`src/wload_pkg.sv`:
```
// Shared types and constants for the word load unit.
package wload_pkg;
  localparam logic [5:0] fp_extended_major_opcode = 6'h13;
  localparam logic [5:0] fn_indexed_fp_word_load  = 6'h00;
  localparam logic [5:0] op_load_word_left_part   = 6'h22;
  localparam logic [5:0] op_load_word_right_part  = 6'h26;
  localparam logic [5:0] op_load_word_zero_ext    = 6'h27;
  localparam int         op_hi = 31;
  localparam int         op_lo = 26;
  localparam int         base_hi = 25;
  localparam int         base_lo = 21;
  localparam int         rt_hi = 20;
  localparam int         rt_lo = 16;
  localparam int         fd_hi = 10;
  localparam int         fd_lo = 6;
  localparam int         fn_hi = 5;
  localparam int         fn_lo = 0;
  localparam logic [4:0] gpr_count_m1 = 5'h1F;
  localparam logic       upper_keep = 1'b0;

  typedef enum logic [2:0] {
    exc_none,
    exc_tlb_refill,
    exc_tlb_invalid,
    exc_bus_error,
    exc_address_error,
    exc_reserved_instr,
    exc_watch
  } exc_cause_t;

  typedef enum logic [2:0] {
    kind_none,
    kind_left,
    kind_right,
    kind_zero_ext,
    kind_fp_indexed
  } load_kind_t;

  typedef struct packed {
    logic        valid;
    logic [31:0] instr;
    logic [63:0] base_val;
    logic [63:0] index_val;
    logic [63:0] rt_val;
    logic        big_endian;
  } issue_t;

  typedef struct packed {
    logic        valid;
    logic [63:0] data;
    logic        tlb_refill;
    logic        tlb_invalid;
    logic        bus_error;
    logic        watch;
  } mem_rsp_t;

  typedef struct packed {
    logic        valid;
    logic        to_fpr;
    logic [4:0]  dest;
    logic [63:0] data;
  } wb_t;
endpackage

```
`src/wload_unit.sv`:
```
// Word load unit: partial, zero-extending and indexed FP word loads.
`timescale 1ns/1ps
//
// Contract
// [RULE1] Right part load fills low destination bytes; upper word bytes kept.
// [RULE2] Right part load of all four bytes sign-extends into bits 63..32.
// [RULE3] Otherwise upper half is kept or copies current bit 31.
// [RULE4] Left plus right loads, either order, give sign-extended word.
// [RULE5] Loaded bytes chosen by address bits 1..0 and byte order.
// [RULE6] Back-to-back partial loads to one register merge without a gap.
// [RULE7] Zero-extended load writes word into low half, clears upper half.
// [RULE8] Zero-extended load raises address error if bits 1..0 nonzero.
// [RULE9] Zero-extended load reports each exception under its own cause.
// [RULE10] Indexed FP load address is base plus index, no displacement.
// [RULE11] Indexed FP load writes the word into the FP register low word.
// [RULE12] Indexed FP load raises address error when misaligned.
// [RULE13] Indexed FP load decoded by major 010011 and function 000000.
// [RULE14] Left part load places most significant bytes in upper word part.
// [RULE15] Byte-lane selection is a fixed table over offsets and byte orders.
module wload_unit
  import wload_pkg::*;
(
  input  wire logic              mclk,
  input  wire logic              rst,
  input  wload_pkg::issue_t      issue,
  output logic                   issue_ready,
  output logic [63:0]            mem_addr,
  output logic                   mem_req,
  input  wload_pkg::mem_rsp_t    mem_rsp,
  output wload_pkg::wb_t         wb,
  output logic                   exc_valid,
  output wload_pkg::exc_cause_t  exc_cause
);
  import wload_pkg::*;

  typedef enum logic [1:0] {st_idle, st_wait, st_lane} phase_t;

  typedef struct packed {
    phase_t      phase;
    load_kind_t  kind;
    logic [63:0] addr;
    logic [63:0] rt_val;
    logic [4:0]  dest;
    logic        big_endian;
    logic [63:0] mem_data;
    logic        req;
    wb_t         wb;
    logic        exc_valid;
    exc_cause_t  exc_cause;
    logic        fwd_valid;
    logic [4:0]  fwd_dest;
    logic [63:0] fwd_data;
  } state_t;

  state_t st_ff;
  state_t nxt_st;

  logic [3:0] keep_mask;
  logic [2:0] nbytes;

  // ---------------------------------------------------------------------
  // Decode
  // ---------------------------------------------------------------------
  function automatic load_kind_t decode(input logic [31:0] ins);
    load_kind_t k;
    k = kind_none;
    if (ins[op_hi:op_lo] == fp_extended_major_opcode &&
        ins[fn_hi:fn_lo] == fn_indexed_fp_word_load) // RULE13
      k = kind_fp_indexed;
    else if (ins[op_hi:op_lo] == op_load_word_left_part)
      k = kind_left;
    else if (ins[op_hi:op_lo] == op_load_word_right_part)
      k = kind_right;
    else if (ins[op_hi:op_lo] == op_load_word_zero_ext)
      k = kind_zero_ext;
    return k;
  endfunction

  function automatic logic [63:0] sext16(input logic [15:0] v);
    return {{48{v[15]}}, v};
  endfunction

  // The word within the doubleword picked by address bit 2 and byte order.
  function automatic logic [31:0] pick_word(input logic [63:0] d,
                                            input logic [63:0] a,
                                            input logic        be);
    return (a[2] ^ be) ? d[63:32] : d[31:0];
  endfunction

  // ---------------------------------------------------------------------
  // Lane table
  // ---------------------------------------------------------------------
  wload_lane_rom u_lane (
    .mclk         (mclk),
    .rst          (rst),
    .left         (st_ff.kind == kind_left),
    .big_endian   (st_ff.big_endian),
    .offset       (st_ff.addr[1:0]), // RULE5
    .keep_mask_ff (keep_mask),
    .nbytes_ff    (nbytes)
  );

  // ---------------------------------------------------------------------
  // Next state
  // ---------------------------------------------------------------------
  load_kind_t  k_in;
  logic [63:0] ea_in;
  logic [31:0] memw;
  logic [31:0] shifted;
  logic [31:0] merged;
  logic [63:0] rt_eff;
  logic [1:0]  eo;

  always_comb begin
    k_in    = decode(issue.instr);
    ea_in   = 64'h0;
    memw    = pick_word(st_ff.mem_data, st_ff.addr, st_ff.big_endian);
    eo      = st_ff.big_endian ? ~st_ff.addr[1:0] : st_ff.addr[1:0];
    shifted = 32'h0;
    merged  = 32'h0;
    rt_eff  = st_ff.rt_val;
    nxt_st  = st_ff;
    nxt_st.wb.valid  = 1'b0;
    nxt_st.exc_valid = 1'b0;
    nxt_st.req       = 1'b0;
    if (k_in == kind_fp_indexed)
      ea_in = issue.base_val + issue.index_val; // RULE10
    else
      ea_in = issue.base_val + sext16(issue.instr[15:0]);
    unique case (st_ff.phase)
      st_idle: begin
        if (issue.valid && k_in != kind_none) begin
          nxt_st.kind       = k_in;
          nxt_st.addr       = ea_in;
          nxt_st.rt_val     = issue.rt_val;
          nxt_st.big_endian = issue.big_endian;
          nxt_st.dest = (k_in == kind_fp_indexed) ?
                        issue.instr[fd_hi:fd_lo] : issue.instr[rt_hi:rt_lo];
          if ((k_in == kind_zero_ext || k_in == kind_fp_indexed) &&
              ea_in[1:0] != 2'h0) begin // RULE8 RULE12
            nxt_st.exc_valid = 1'b1;
            nxt_st.exc_cause = exc_address_error;
          end else begin
            nxt_st.req   = 1'b1;
            nxt_st.phase = st_wait;
          end
        end else if (issue.valid) begin
          nxt_st.exc_valid = 1'b1;
          nxt_st.exc_cause = exc_reserved_instr;
        end
      end
      st_wait: begin
        if (mem_rsp.valid) begin
          nxt_st.mem_data = mem_rsp.data;
          if (mem_rsp.tlb_refill || mem_rsp.tlb_invalid ||
              mem_rsp.bus_error || mem_rsp.watch) begin // RULE9
            nxt_st.exc_valid = 1'b1;
            nxt_st.exc_cause = mem_rsp.tlb_refill  ? exc_tlb_refill  :
                               mem_rsp.tlb_invalid ? exc_tlb_invalid :
                               mem_rsp.bus_error   ? exc_bus_error   :
                                                     exc_watch;
            nxt_st.phase = st_idle;
          end else begin
            nxt_st.phase = st_lane;
          end
        end
      end
      st_lane: begin
        // Forward the previous GPR load result so a following partial load merges.
        if (st_ff.fwd_valid && st_ff.fwd_dest == st_ff.dest &&
            (st_ff.kind == kind_left || st_ff.kind == kind_right))
          rt_eff = st_ff.fwd_data; // RULE6
        if (st_ff.kind == kind_right)
          shifted = memw >> {eo, 3'h0}; // RULE1
        else
          shifted = memw << {~eo, 3'h0}; // RULE14
        for (int i = 0; i < 4; i++)
          merged[i*8 +: 8] = keep_mask[i] ? rt_eff[i*8 +: 8]
                                          : shifted[i*8 +: 8];
        nxt_st.wb.valid  = 1'b1;
        nxt_st.wb.dest   = st_ff.dest;
        nxt_st.wb.to_fpr = (st_ff.kind == kind_fp_indexed);
        unique case (st_ff.kind)
          kind_left:
            // Left part always holds bit 31, so it always sign-extends.
            nxt_st.wb.data = {{32{merged[31]}}, merged}; // RULE4
          kind_right:
            if (nbytes == 3'h4)
              nxt_st.wb.data = {{32{merged[31]}}, merged}; // RULE2 RULE4
            else if (upper_keep)
              nxt_st.wb.data = {rt_eff[63:32], merged}; // RULE3
            else
              nxt_st.wb.data = {{32{merged[31]}}, merged}; // RULE3
          kind_zero_ext:
            nxt_st.wb.data = {32'h0, memw}; // RULE7
          kind_fp_indexed:
            nxt_st.wb.data = {{32{memw[31]}}, memw}; // RULE11
          default:
            nxt_st.wb.data = 64'h0;
        endcase
        nxt_st.wb.valid = (st_ff.kind != kind_none);
        nxt_st.fwd_valid = !nxt_st.wb.to_fpr;
        nxt_st.fwd_dest  = st_ff.dest;
        nxt_st.fwd_data  = nxt_st.wb.data;
        nxt_st.phase     = st_idle;
      end
      default: nxt_st.phase = st_idle;
    endcase
  end

  always_ff @(posedge mclk) begin
    if (rst) begin
      st_ff <= '0;
    end else begin
      st_ff <= nxt_st;
    end
  end

  assign issue_ready = (st_ff.phase == st_idle);
  assign mem_req     = st_ff.req;
  assign mem_addr    = st_ff.addr;
  assign wb          = st_ff.wb;
  assign exc_valid   = st_ff.exc_valid;
  assign exc_cause   = st_ff.exc_cause;

  // ---------------------------------------------------------------------
  // Checks
  // ---------------------------------------------------------------------
  zext_upper_a: assert property (@(posedge mclk) disable iff (rst) // RULE7
    (st_ff.phase == st_lane && st_ff.kind == kind_zero_ext) |=>
      wb.valid && wb.data[63:32] == 32'h0)
    else $error("zero-extended load left upper half set");

  zext_align_a: assert property (@(posedge mclk) disable iff (rst) // RULE8
    (issue_ready && issue.valid && decode(issue.instr) == kind_zero_ext &&
     ea_in[1:0] != 2'h0) |=> exc_valid &&
      exc_cause == exc_address_error && !mem_req)
    else $error("misaligned zero-extended load not trapped");

  fp_align_a: assert property (@(posedge mclk) disable iff (rst) // RULE12
    (issue_ready && issue.valid && decode(issue.instr) == kind_fp_indexed &&
     ea_in[1:0] != 2'h0) |=> exc_valid &&
      exc_cause == exc_address_error)
    else $error("misaligned indexed fp load not trapped");

  fp_addr_a: assert property (@(posedge mclk) disable iff (rst) // RULE10
    (issue_ready && issue.valid && decode(issue.instr) == kind_fp_indexed &&
     ea_in[1:0] == 2'h0) |=> mem_req &&
      mem_addr == $past(issue.base_val) + $past(issue.index_val))
    else $error("indexed fp address not base plus index");

  fp_dest_a: assert property (@(posedge mclk) disable iff (rst) // RULE11
    (st_ff.phase == st_lane && st_ff.kind == kind_fp_indexed) |=>
      wb.valid && wb.to_fpr)
    else $error("indexed fp load not written to fp register");

  right_sign_a: assert property (@(posedge mclk) disable iff (rst) // RULE2
    (wb.valid && !wb.to_fpr && wb.data[63:32] != 32'h0) |->
      wb.data[63:32] == {32{wb.data[31]}} ||
      $past(st_ff.kind) == kind_zero_ext)
    else $error("upper half not a copy of bit 31");

  bus_cause_a: assert property (@(posedge mclk) disable iff (rst) // RULE9
    (st_ff.phase == st_wait && mem_rsp.valid && mem_rsp.bus_error &&
     !mem_rsp.tlb_refill && !mem_rsp.tlb_invalid) |=>
      exc_valid && exc_cause == exc_bus_error && !wb.valid)
    else $error("bus error not reported under its cause");

  load_latency_a: assert property (@(posedge mclk) disable iff (rst) // RULE6
    (st_ff.phase == st_wait && mem_rsp.valid && !mem_rsp.tlb_refill &&
     !mem_rsp.tlb_invalid && !mem_rsp.bus_error && !mem_rsp.watch) |=>
      ##1 wb.valid)
    else $error("load writeback not two cycles after response");

  right_full_a: assert property (@(posedge mclk) disable iff (rst) // RULE2
    (st_ff.phase == st_lane && st_ff.kind == kind_right &&
     nbytes == 3'h4) |=> wb.data[63:32] == {32{wb.data[31]}})
    else $error("full right part load not sign-extended");

  // Either fill is legal for a short right part, so accept both.
  right_part_a: assert property (@(posedge mclk) disable iff (rst) // RULE3
    (st_ff.phase == st_lane && st_ff.kind == kind_right &&
     nbytes != 3'h4) |=> wb.data[63:32] == {32{wb.data[31]}} ||
      wb.data[63:32] == $past(rt_eff[63:32]))
    else $error("short right part load upper half invalid");

  right_keep_a: assert property (@(posedge mclk) disable iff (rst) // RULE1
    (st_ff.phase == st_lane && st_ff.kind == kind_right &&
     keep_mask[3]) |=> wb.data[31:24] == $past(rt_eff[31:24]))
    else $error("right part load overwrote a kept byte");

  left_keep_a: assert property (@(posedge mclk) disable iff (rst) // RULE14
    (st_ff.phase == st_lane && st_ff.kind == kind_left &&
     keep_mask[0]) |=> wb.data[7:0] == $past(rt_eff[7:0]))
    else $error("left part load overwrote a kept byte");

  left_sign_a: assert property (@(posedge mclk) disable iff (rst) // RULE4
    (st_ff.phase == st_lane && st_ff.kind == kind_left) |=>
      wb.data[63:32] == {32{wb.data[31]}})
    else $error("left part load not sign-extended");

  zext_word_a: assert property (@(posedge mclk) disable iff (rst) // RULE7
    (st_ff.phase == st_lane && st_ff.kind == kind_zero_ext) |=>
      wb.data[31:0] == $past(memw))
    else $error("zero-extended load word not written");

  fp_word_a: assert property (@(posedge mclk) disable iff (rst) // RULE11
    (st_ff.phase == st_lane && st_ff.kind == kind_fp_indexed) |=>
      wb.data[31:0] == $past(memw))
    else $error("indexed fp load word not written");

  refill_cause_a: assert property (@(posedge mclk) disable iff (rst) // RULE9
    (st_ff.phase == st_wait && mem_rsp.valid && mem_rsp.tlb_refill) |=>
      exc_valid && exc_cause == exc_tlb_refill && !wb.valid)
    else $error("tlb refill not reported under its cause");

  reserved_op_a: assert property (@(posedge mclk) disable iff (rst) // RULE13
    (issue_ready && issue.valid &&
     issue.instr[op_hi:op_lo] == fp_extended_major_opcode &&
     issue.instr[fn_hi:fn_lo] != fn_indexed_fp_word_load) |=>
      exc_valid && exc_cause == exc_reserved_instr)
    else $error("unknown function code not reserved");
endmodule

```
`src/wload_lane_rom.sv`:
```
// Byte-lane table for the partial word loads.
`timescale 1ns/1ps
module wload_lane_rom
  import wload_pkg::*;
(
  input  wire logic        mclk,
  input  wire logic        rst,
  input  wire logic        left,
  input  wire logic        big_endian,
  input  wire logic [1:0]  offset,
  output logic       [3:0] keep_mask_ff,
  output logic       [2:0] nbytes_ff
);
  import wload_pkg::*;

  logic [1:0] eff;

  // Little and big endian mirror each other, so one table covers both.
  always_comb begin
    eff = big_endian ? ~offset : offset;
  end

  always_ff @(posedge mclk) begin
    if (rst) begin
      keep_mask_ff <= 4'h0;
      nbytes_ff    <= 3'h0;
    end else begin
      unique case ({left, eff}) // RULE15
        3'h0: begin keep_mask_ff <= 4'h0; nbytes_ff <= 3'h4; end
        3'h1: begin keep_mask_ff <= 4'h8; nbytes_ff <= 3'h3; end
        3'h2: begin keep_mask_ff <= 4'hC; nbytes_ff <= 3'h2; end
        3'h3: begin keep_mask_ff <= 4'hE; nbytes_ff <= 3'h1; end
        3'h4: begin keep_mask_ff <= 4'h7; nbytes_ff <= 3'h1; end
        3'h5: begin keep_mask_ff <= 4'h3; nbytes_ff <= 3'h2; end
        3'h6: begin keep_mask_ff <= 4'h1; nbytes_ff <= 3'h3; end
        3'h7: begin keep_mask_ff <= 4'h0; nbytes_ff <= 3'h4; end
      endcase
    end
  end

  // Every offset moves one to four bytes and keeps the rest of the word.
  lane_count_a: assert property (@(posedge mclk) disable iff (rst) // RULE15
    1'b1 |=> $countones(keep_mask_ff) + int'(nbytes_ff) == 4)
    else $error("lane table byte count does not fill the word");
endmodule

```
`config.mk`:
```
export PLATFORM = sky130hd
export DESIGN_NAME = wload_unit
export DESIGN_NICKNAME = d
export VERILOG_FILES = /design/src/wload_pkg.sv /design/src/wload_unit.sv /design/src/wload_lane_rom.sv
export SDC_FILE = /design/constraint.sdc
export NUM_CORES = 1
export LEC_CHECK = 0
export ABC_AREA = 1
export ABC_CLOCK_PERIOD_IN_PS = 3170
export BUFFER_PORTS_ARGS = -buffer_cell sky130_fd_sc_hd__buf_2
export CAP_MARGIN = 20
export CORE_ASPECT_RATIO = 1.4
export CORE_MARGIN = 4
export CORE_UTILIZATION = 50
export CTS_CLUSTER_DIAMETER = 30
export CTS_CLUSTER_SIZE = 25
export DETAILED_ROUTE_END_ITERATION = 8
export PLACE_DENSITY = 0.84
export SYNTH_ARGS = -nofsm -noshare
export SYNTH_HDL_FRONTEND = slang
export SYNTH_SLANG_ARGS = --single-unit
```
`constraint.sdc`:
```
create_clock -name mclk -period 3.17 [get_ports mclk]
set_clock_uncertainty 0.15 [all_clocks]
set_input_delay 0.317 -clock mclk [delete_from_list [all_inputs] [get_ports mclk]]
set_output_delay 0.317 -clock mclk [all_outputs]
set_load 0.01 [all_outputs]
```
==> run_results.csv, run 1 <==
group,metric,value,unit
outcome,status,"finished clean",
synth,syn_inst,3068,
sta,rsz0062_at_grt,"no",
run,cap_viol_max_count,0,
synth,synth_common_cells,"nand2_1, inv_1, nor2_1",
sta,finalHoldViolations,0,
routing,vias_per_cell,5.265,
global_route,grt_pass1_vias,20730,
setup_path,slowest_stage,"ha_1",
pwr,ir_drop,391.4,uV
cts,post-cts-setup-buffers,0,
global_route,busiest_layer,"met2",
global_route,grt_max_degree,93,
setup_path,critical_path_class,"in -> reg",
routing,firstDrtPassIters,7,
cts,cts-root-buf,"clkbuf_16",
floorplanning,io_pins,438,
sta,fmax,336.8,MHz
layout,fin_area,0.02323,mm2
synth,synthFlopType,"dfxtp_1",
setup_path,worstPathCellList,"buf_2, nor2_1, nor3b_4, nand2_2, buf_12, o21ai_0, inv_1, ha_1, nand2_1, nor2_1, buf_4, nand2_1, nor2_1, nand2_1, nand2_1, nand2_1, nand3_1, nand3_1, nand2_1, inv_1",
floorplanning,dieArea,0.03883,mm2
synth,synth_top_area_frac,0.2478,
sta,setup_slack,201.0,ps
layout,nets,3969,
synth,syn_area,0.01785,mm2
cts,cts_tree,"yes",
synth,synth_nets,3429,
setup_path,critPathMostFrequentCell,"nand2_1",
hold_path,worstHoldPathType,"in -> reg",
layout,final_util,0.6624,
setup_path,reg2reg_from,"st_ff[348]",
sta,max_slew_margin,0.4655,
sta,setup_viol,0,
synth,yosysSeqAreaShare,0.2478,
placed_design,dp_hpwl,52.52,mm
floorplanning,core_area,0.03507,mm2
routing,vias,21560,
placed_design,dp_slack,-336.0,ps
cts,clk_latency,540,ps
pwr,power.leakage,0.01290,uW
floorplanning,die_w,167.7,um
global_route,globalRouteMet3Util,0.05716,
setup_path,required,3450,ps
synth,ys_types,46,
setup_path,slowest_delay,360,ps
synth,yosysMostFrequentCell,"nand2_1",
setup_path,crit_fanout,42,
setup_path,crit_start,"issue[222]",
placed_design,place.gp.congestion,1.048,
cts,clkTransAtPathRegs,50,ps
routing,drt_iter0_markers,2145,
global_route,grt.overflow.total,0,
synth,synth_top_area_cell,"dfxtp_1",
floorplanning,fp.dieH,231.6,um
sta,slew_viol_final,0,
cts,h-tree-depth,2,
pwr,p_per_area,400.1,mW/mm2
sta,fin_crit_sh,0.9366,
global_route,grt_pass1_wl,108.8,mm
setup_path,endpoint_kind,"flop",
cts,clk_path_buf_depth,3,
placed_design,portBuffers,400,
synth,synth-edff-count,0,
synth,synth_area_leaders,"dfxtp_1, nand2_1, inv_1",
routing,routed_wl,71.58,mm
sta,tns,0,ps
setup_path,start_kind,"input pin",
placed_design,post_dp_cell_area,0.02077,mm2
synth,synth-seq-cells,221,
layout,syn_to_final_growth,30.13,%
global_route,grtUsageMet2,0.6336,
synth,async_reset_ff_frac,0,
global_route,grtUsageTotal,0.3517,
sta,worst_pin_slew,800.6,ps
cts,numCtsBuffers,39,
routing,wire_per_inst,17.48,um
setup_path,worstPathArrival,3250,ps
sta,period_minus_slack,2969,ps
routing,postRouteAntennaNets,0,
global_route,antenna_found_initial,2,
global_route,grtUsageMet1,0.3508,
layout,drive_above_1_share,0.2150,
synth,yosysWarnings,0,
routing,drc_errors,0,
hold_path,hp-start,"issue[29]",
cts,cts.sinks,221,
floorplanning,rows,81,
floorplanning,initial_core_util,0.5091,
synth,syn_area_per_cell,5.818,um2
==> worst max-delay path, delay by kind of cell <==
kind                     cells  cell delay (ps)
AND/OR/NAND/NOR             13             1790
buffers and inverters        5              550
AO/OA/AOI/OAI                1              210
adder cells (fa/ha/maj)      1              360
==> through the flow <==
| step | total power [uW] | hold slack, ps | cells |
|---|---|---|---|
| floorplan | 4048 | 279.7 | 3068 |
| global placement | 4896 | 289.7 | 3913 |
| detailed placement | 4913 | 294.2 | 3913 |
| CTS | 9229 | 1.475 | 4093 |
| global route | 9627 | 19.01 | 4095 |
| finish | 9293 | 14.07 | 4095 |
==> worst paths after layout <==
path / to / slack (ps) / cells after the start
max: mem_addr[62] / 200 / 20
min: st_ff[244] / 10 / 3
max reg2reg: st_ff[213] / 560 / 10
min reg2reg: st_ff[237] / 310 / 2
==> sequential cells by signal, indices dropped and copies added (netlist names) <==
register and flops:
st_ff 146, exc_valid 1, mem_addr 64, mem_req 1, exc_cause 3, u_lane.keep_mask_ff 4
wb 2
==> metal layers <==
| layer | vias to the layer above | wire length [um] |
|---|---|---|
| li1 | 10530 | - |
| met1 | 9497 | 23910 |
| met2 | 1142 | 35040 |
| met3 | 390 | 5138 |
| met4 | 0 | 7499 |
| met5 | - | 0 |
==> cell type report <==
class | count | area [um2]
Antenna cell | 2 | 5.005
Multi-Input combinational cell | 2077 | 9941
Fill cell | 3077 | 11840
Timing Repair Buffer | 744 | 4985
Sequential cell | 221 | 4424
Clock buffer | 42 | 1007
Inverter | 525 | 1978
Clock inverter | 28 | 317.8
Tap cell | 456 | 570.5
==> cells by family (layout without fill, tap and decap cells) <==
logic type | after synthesis | after routing | synth area share
other | 0 | 2 | 0
AOI/OAI and AO/OA | 593 | 593 | 0.1782
xor gates and xnor gates | 26 | 26 | 0.01465
DFF | 221 | 221 | 0.2478
buffers and inverters | 770 | 1339 | 0.1974
and+or+nand+nor | 1394 | 1394 | 0.3166
adders and majority gates | 64 | 64 | 0.04528
==> power by group <==
part	total (uW)	leakage (uW)	switching [uW]	internal, uW
Clock	4260	0.000647	1700	2560
Sequential	2860	0.00179	29.8	2830
Combinational	2180	0.0105	1260	923
Total	9290	0.0129	2990	6310
==> repair_timing <==
action	in CTS	in global routing
hold buffers	110	0
endpoints found under the hold margin	105	0
setup endpoints to repair	0	12
gates resized for setup	0	8
==> cell usage in the layout (no fill, tap or decap), types with 3 or more instances in the layout <==
cell type / instances
nor2_2: 3
nand2_4: 3
and2_1: 4
o211ai_1: 9
xor2_1: 8
dlygate4sd3_1: 110
inv_1: 520
ha_1: 63
dfxtp_1: 221
o21ai_0: 236
a31oi_1: 7
xnor2_1: 15
inv_4: 3
nor3_1: 17
nand3_2: 3
o21ai_2: 34
o22ai_1: 3
nand2_1: 862
buf_12: 10
nand4_1: 13
nor2_1: 283
nand3_1: 172
clkinv_2: 3
nand2_2: 20
o21bai_1: 8
a21oi_2: 5
clkinv_4: 3
o21ai_1: 35
nand3b_1: 8
buf_2: 400
a21oi_1: 251
inv_6: 12
buf_4: 224
clkbuf_16: 39
inv_8: 3
Note: power is estimated with default switching activity, not from simulation.
==> run 2, diff against run 1 <==
PLACE_DENSITY = 0.87   (was 0.84)
==> run_results.csv, run 2 (synthesis results as in run 1) <==
group,metric,value,unit
hold_path,worstHoldPathType,"in -> reg",
setup_path,ff2ff_setup_slack,510,ps
setup_path,required,3440,ps
pwr,ir_drop,351.4,uV
pwr,p_seq_frac,0.295,
setup_path,worstPathArrival,3180,ps
hold_path,hold_path_end,"st_ff[169]",
setup_path,slowest_stage,"ha_1",
pwr,pwr-share-clk,0.484,
routing,postRouteAntennaNets,0,
setup_path,cp_top_family,"simple AND/OR/NAND/NOR gates",
sta,fin_crit_sh,0.9179,
global_route,grt.overflow.total,0,
layout,largest_reg_flops,146,
placed_design,dp_slack,-192.6,ps
hold_path,hp-start,"mem_rsp[27]",
global_route,grt_max_degree,87,
placed_design,place.gp.congestion,1.034,
pwr,fin_total_pwr,9694,uW
cts,cts.sinks,221,
routing,routed_wl,73.50,mm
sta,setup_viol,0,
cts,clk_latency,540,ps
global_route,grt_pass1_wl,111.4,mm
setup_path,slowest_delay,370,ps
layout,most-common-layout-cells,"nand2_1, inv_1, buf_2",
pwr,p_comb_frac,0.221,
global_route,antenna_found_initial,1,
setup_path,endpoint_kind,"flop",
floorplanning,dieArea,0.03883,mm2
pwr,power.leakage,0.01281,uW
run,cap_viol_max_count,0,
setup_path,ff2ff_path_depth,12,
layout,largest-register,"st_ff",
floorplanning,initial_core_util,0.5091,
pwr,p_per_area,418.5,mW/mm2
pwr,p_sw_frac,0.3048,
cts,clkTransAtPathRegs,50,ps
cts,clk_path_buf_depth,3,
floorplanning,io_pins,438,
layout,nets,3941,
outcome,status,"finished clean",
hold_path,worstHoldPathCells,3,
sta,tns,0,ps
sta,holdWs,25.96,ps
sta,rsz0062_at_grt,"no",
sta,finalHoldViolations,0,
setup_path,worstPathCellList,"buf_2, nor2_1, nor3b_2, nand2_2, buf_12, o21ai_0, inv_1, ha_1, nand2_1, nor2_1, nand2_1, nor2_1, o21ai_0, nand4_1, nand3_1, nand2_1, inv_1",
floorplanning,core_area,0.03507,mm2
setup_path,cp_num_cells,17,
sta,fmax,343.7,MHz
setup_path,start_kind,"input pin",
placed_design,post_dp_cell_area,0.02057,mm2
placed_design,dp_hpwl,53.64,mm
floorplanning,fp.dieH,231.6,um
setup_path,crit_fanout,48,
floorplanning,rows,81,
layout,drive_above_1_share,0.2090,
cts,cts_tree,"yes",
layout,layout_commonest_cell,"nand2_1",
routing,wire_per_inst,18.06,um
global_route,grtUsageTotal,0.3625,
global_route,grt_pass1_vias,20980,
cts,cts-root-buf,"clkbuf_16",
routing,vias_per_cell,5.309,
floorplanning,die_w,167.7,um
routing,drc_errors,0,
cts,h-tree-depth,2,
sta,setup_slack,260.2,ps
setup_path,reg2reg_to,"st_ff[29]",
pwr,switchingPower,2955,uW
placed_design,portBuffers,400,
sta,max_slew_margin,0.4439,
routing,vias,21610,
routing,firstDrtPassIters,6,
sta,worst_pin_slew,834.2,ps
setup_path,path_buf_inv,4,
layout,fin_area,0.02316,mm2
setup_path,critical_path_class,"in -> reg",
cts,numCtsBuffers,43,
pwr,internal-power,6739,uW
setup_path,reg2reg_from,"st_ff[210]",
sta,slew_viol_final,0,
sta,period_minus_slack,2910,ps
routing,drt_iter0_markers,2382,
layout,syn_to_final_growth,29.76,%
run 2: metrics by stage:
step                        util  instances
final                     0.6606       4070
after global routing      0.6605       4069
after CTS                 0.6599       4068
after detailed placement  0.5867       3883
after global placement    0.5867       3883
after floorplan                -       3068
run 2: power groups by stage:
| stage | Combinational [uW] | Sequential, uW | Clock (uW) |
|---|---|---|---|
| floorplan | 1140 | 2900 | 0 |
| global placement | 1950 | 2910 | 0 |
| detailed placement | 1970 | 2910 | 0 |
| CTS | 2080 | 2860 | 4700 |
| global route | 2360 | 2860 | 4830 |
| finish | 2140 | 2860 | 4690 |
run 2: repair_timing:
| action | 4_1_cts | 5_1_grt |
|---|---|---|
| endpoints found under the setup margin | 0 | 1 |
| setup buffers | 0 | 0 |
| hold endpoints to repair | 102 | 0 |
| hold buffers | 108 | 0 |
| resized for setup | 0 | 5 |
run 2: worst register-to-register path, stage by stage (launching register included):
cell	delay (ps)
dfxtp_1	390
buf_4	230
nand2_2	110
nand2_4	300
buf_4	360
nand2_1	170
o21ai_2	230
o21ai_2	110
nand2_1	100
nand3_1	80
nand3_1	120
nand2_1	80
a21oi_1	170
run 2: layout make-up:
| type | instances | area, um2 |
|---|---|---|
| Inverter | 525 | 1978 |
| Tap cell | 456 | 570.5 |
| Timing Repair Buffer | 712 | 4765 |
| Fill cell | 3101 | 11900 |
| Antenna cell | 2 | 5.005 |
| Sequential cell | 221 | 4424 |
| Multi-Input combinational cell | 2077 | 9935 |
| Clock buffer | 50 | 1142 |
| Clock inverter | 27 | 344.1 |
run 2: how the worst max path moves through the flow:
stage,start,end,slack [ps]
2_1_floorplan,issue[222],mem_addr[60],110
3_3_place_gp,issue[222],mem_addr[57],-150
3_5_place_dp,issue[222],mem_addr[51],-190
4_1_cts,issue[222],mem_addr[51],340
5_1_grt,issue[222],mem_addr[60],10
6_report,issue[222],mem_addr[34],260
run 2: metal layers:
layer  share of wire  global-route usage  vias to the layer above
li1                -                   -                    10500
met4            0.11              0.3243                        0
met1            0.33              0.3491                     9517
met2            0.48              0.6511                     1205
met3           0.078             0.06791                      390
met5               0                   0                        -
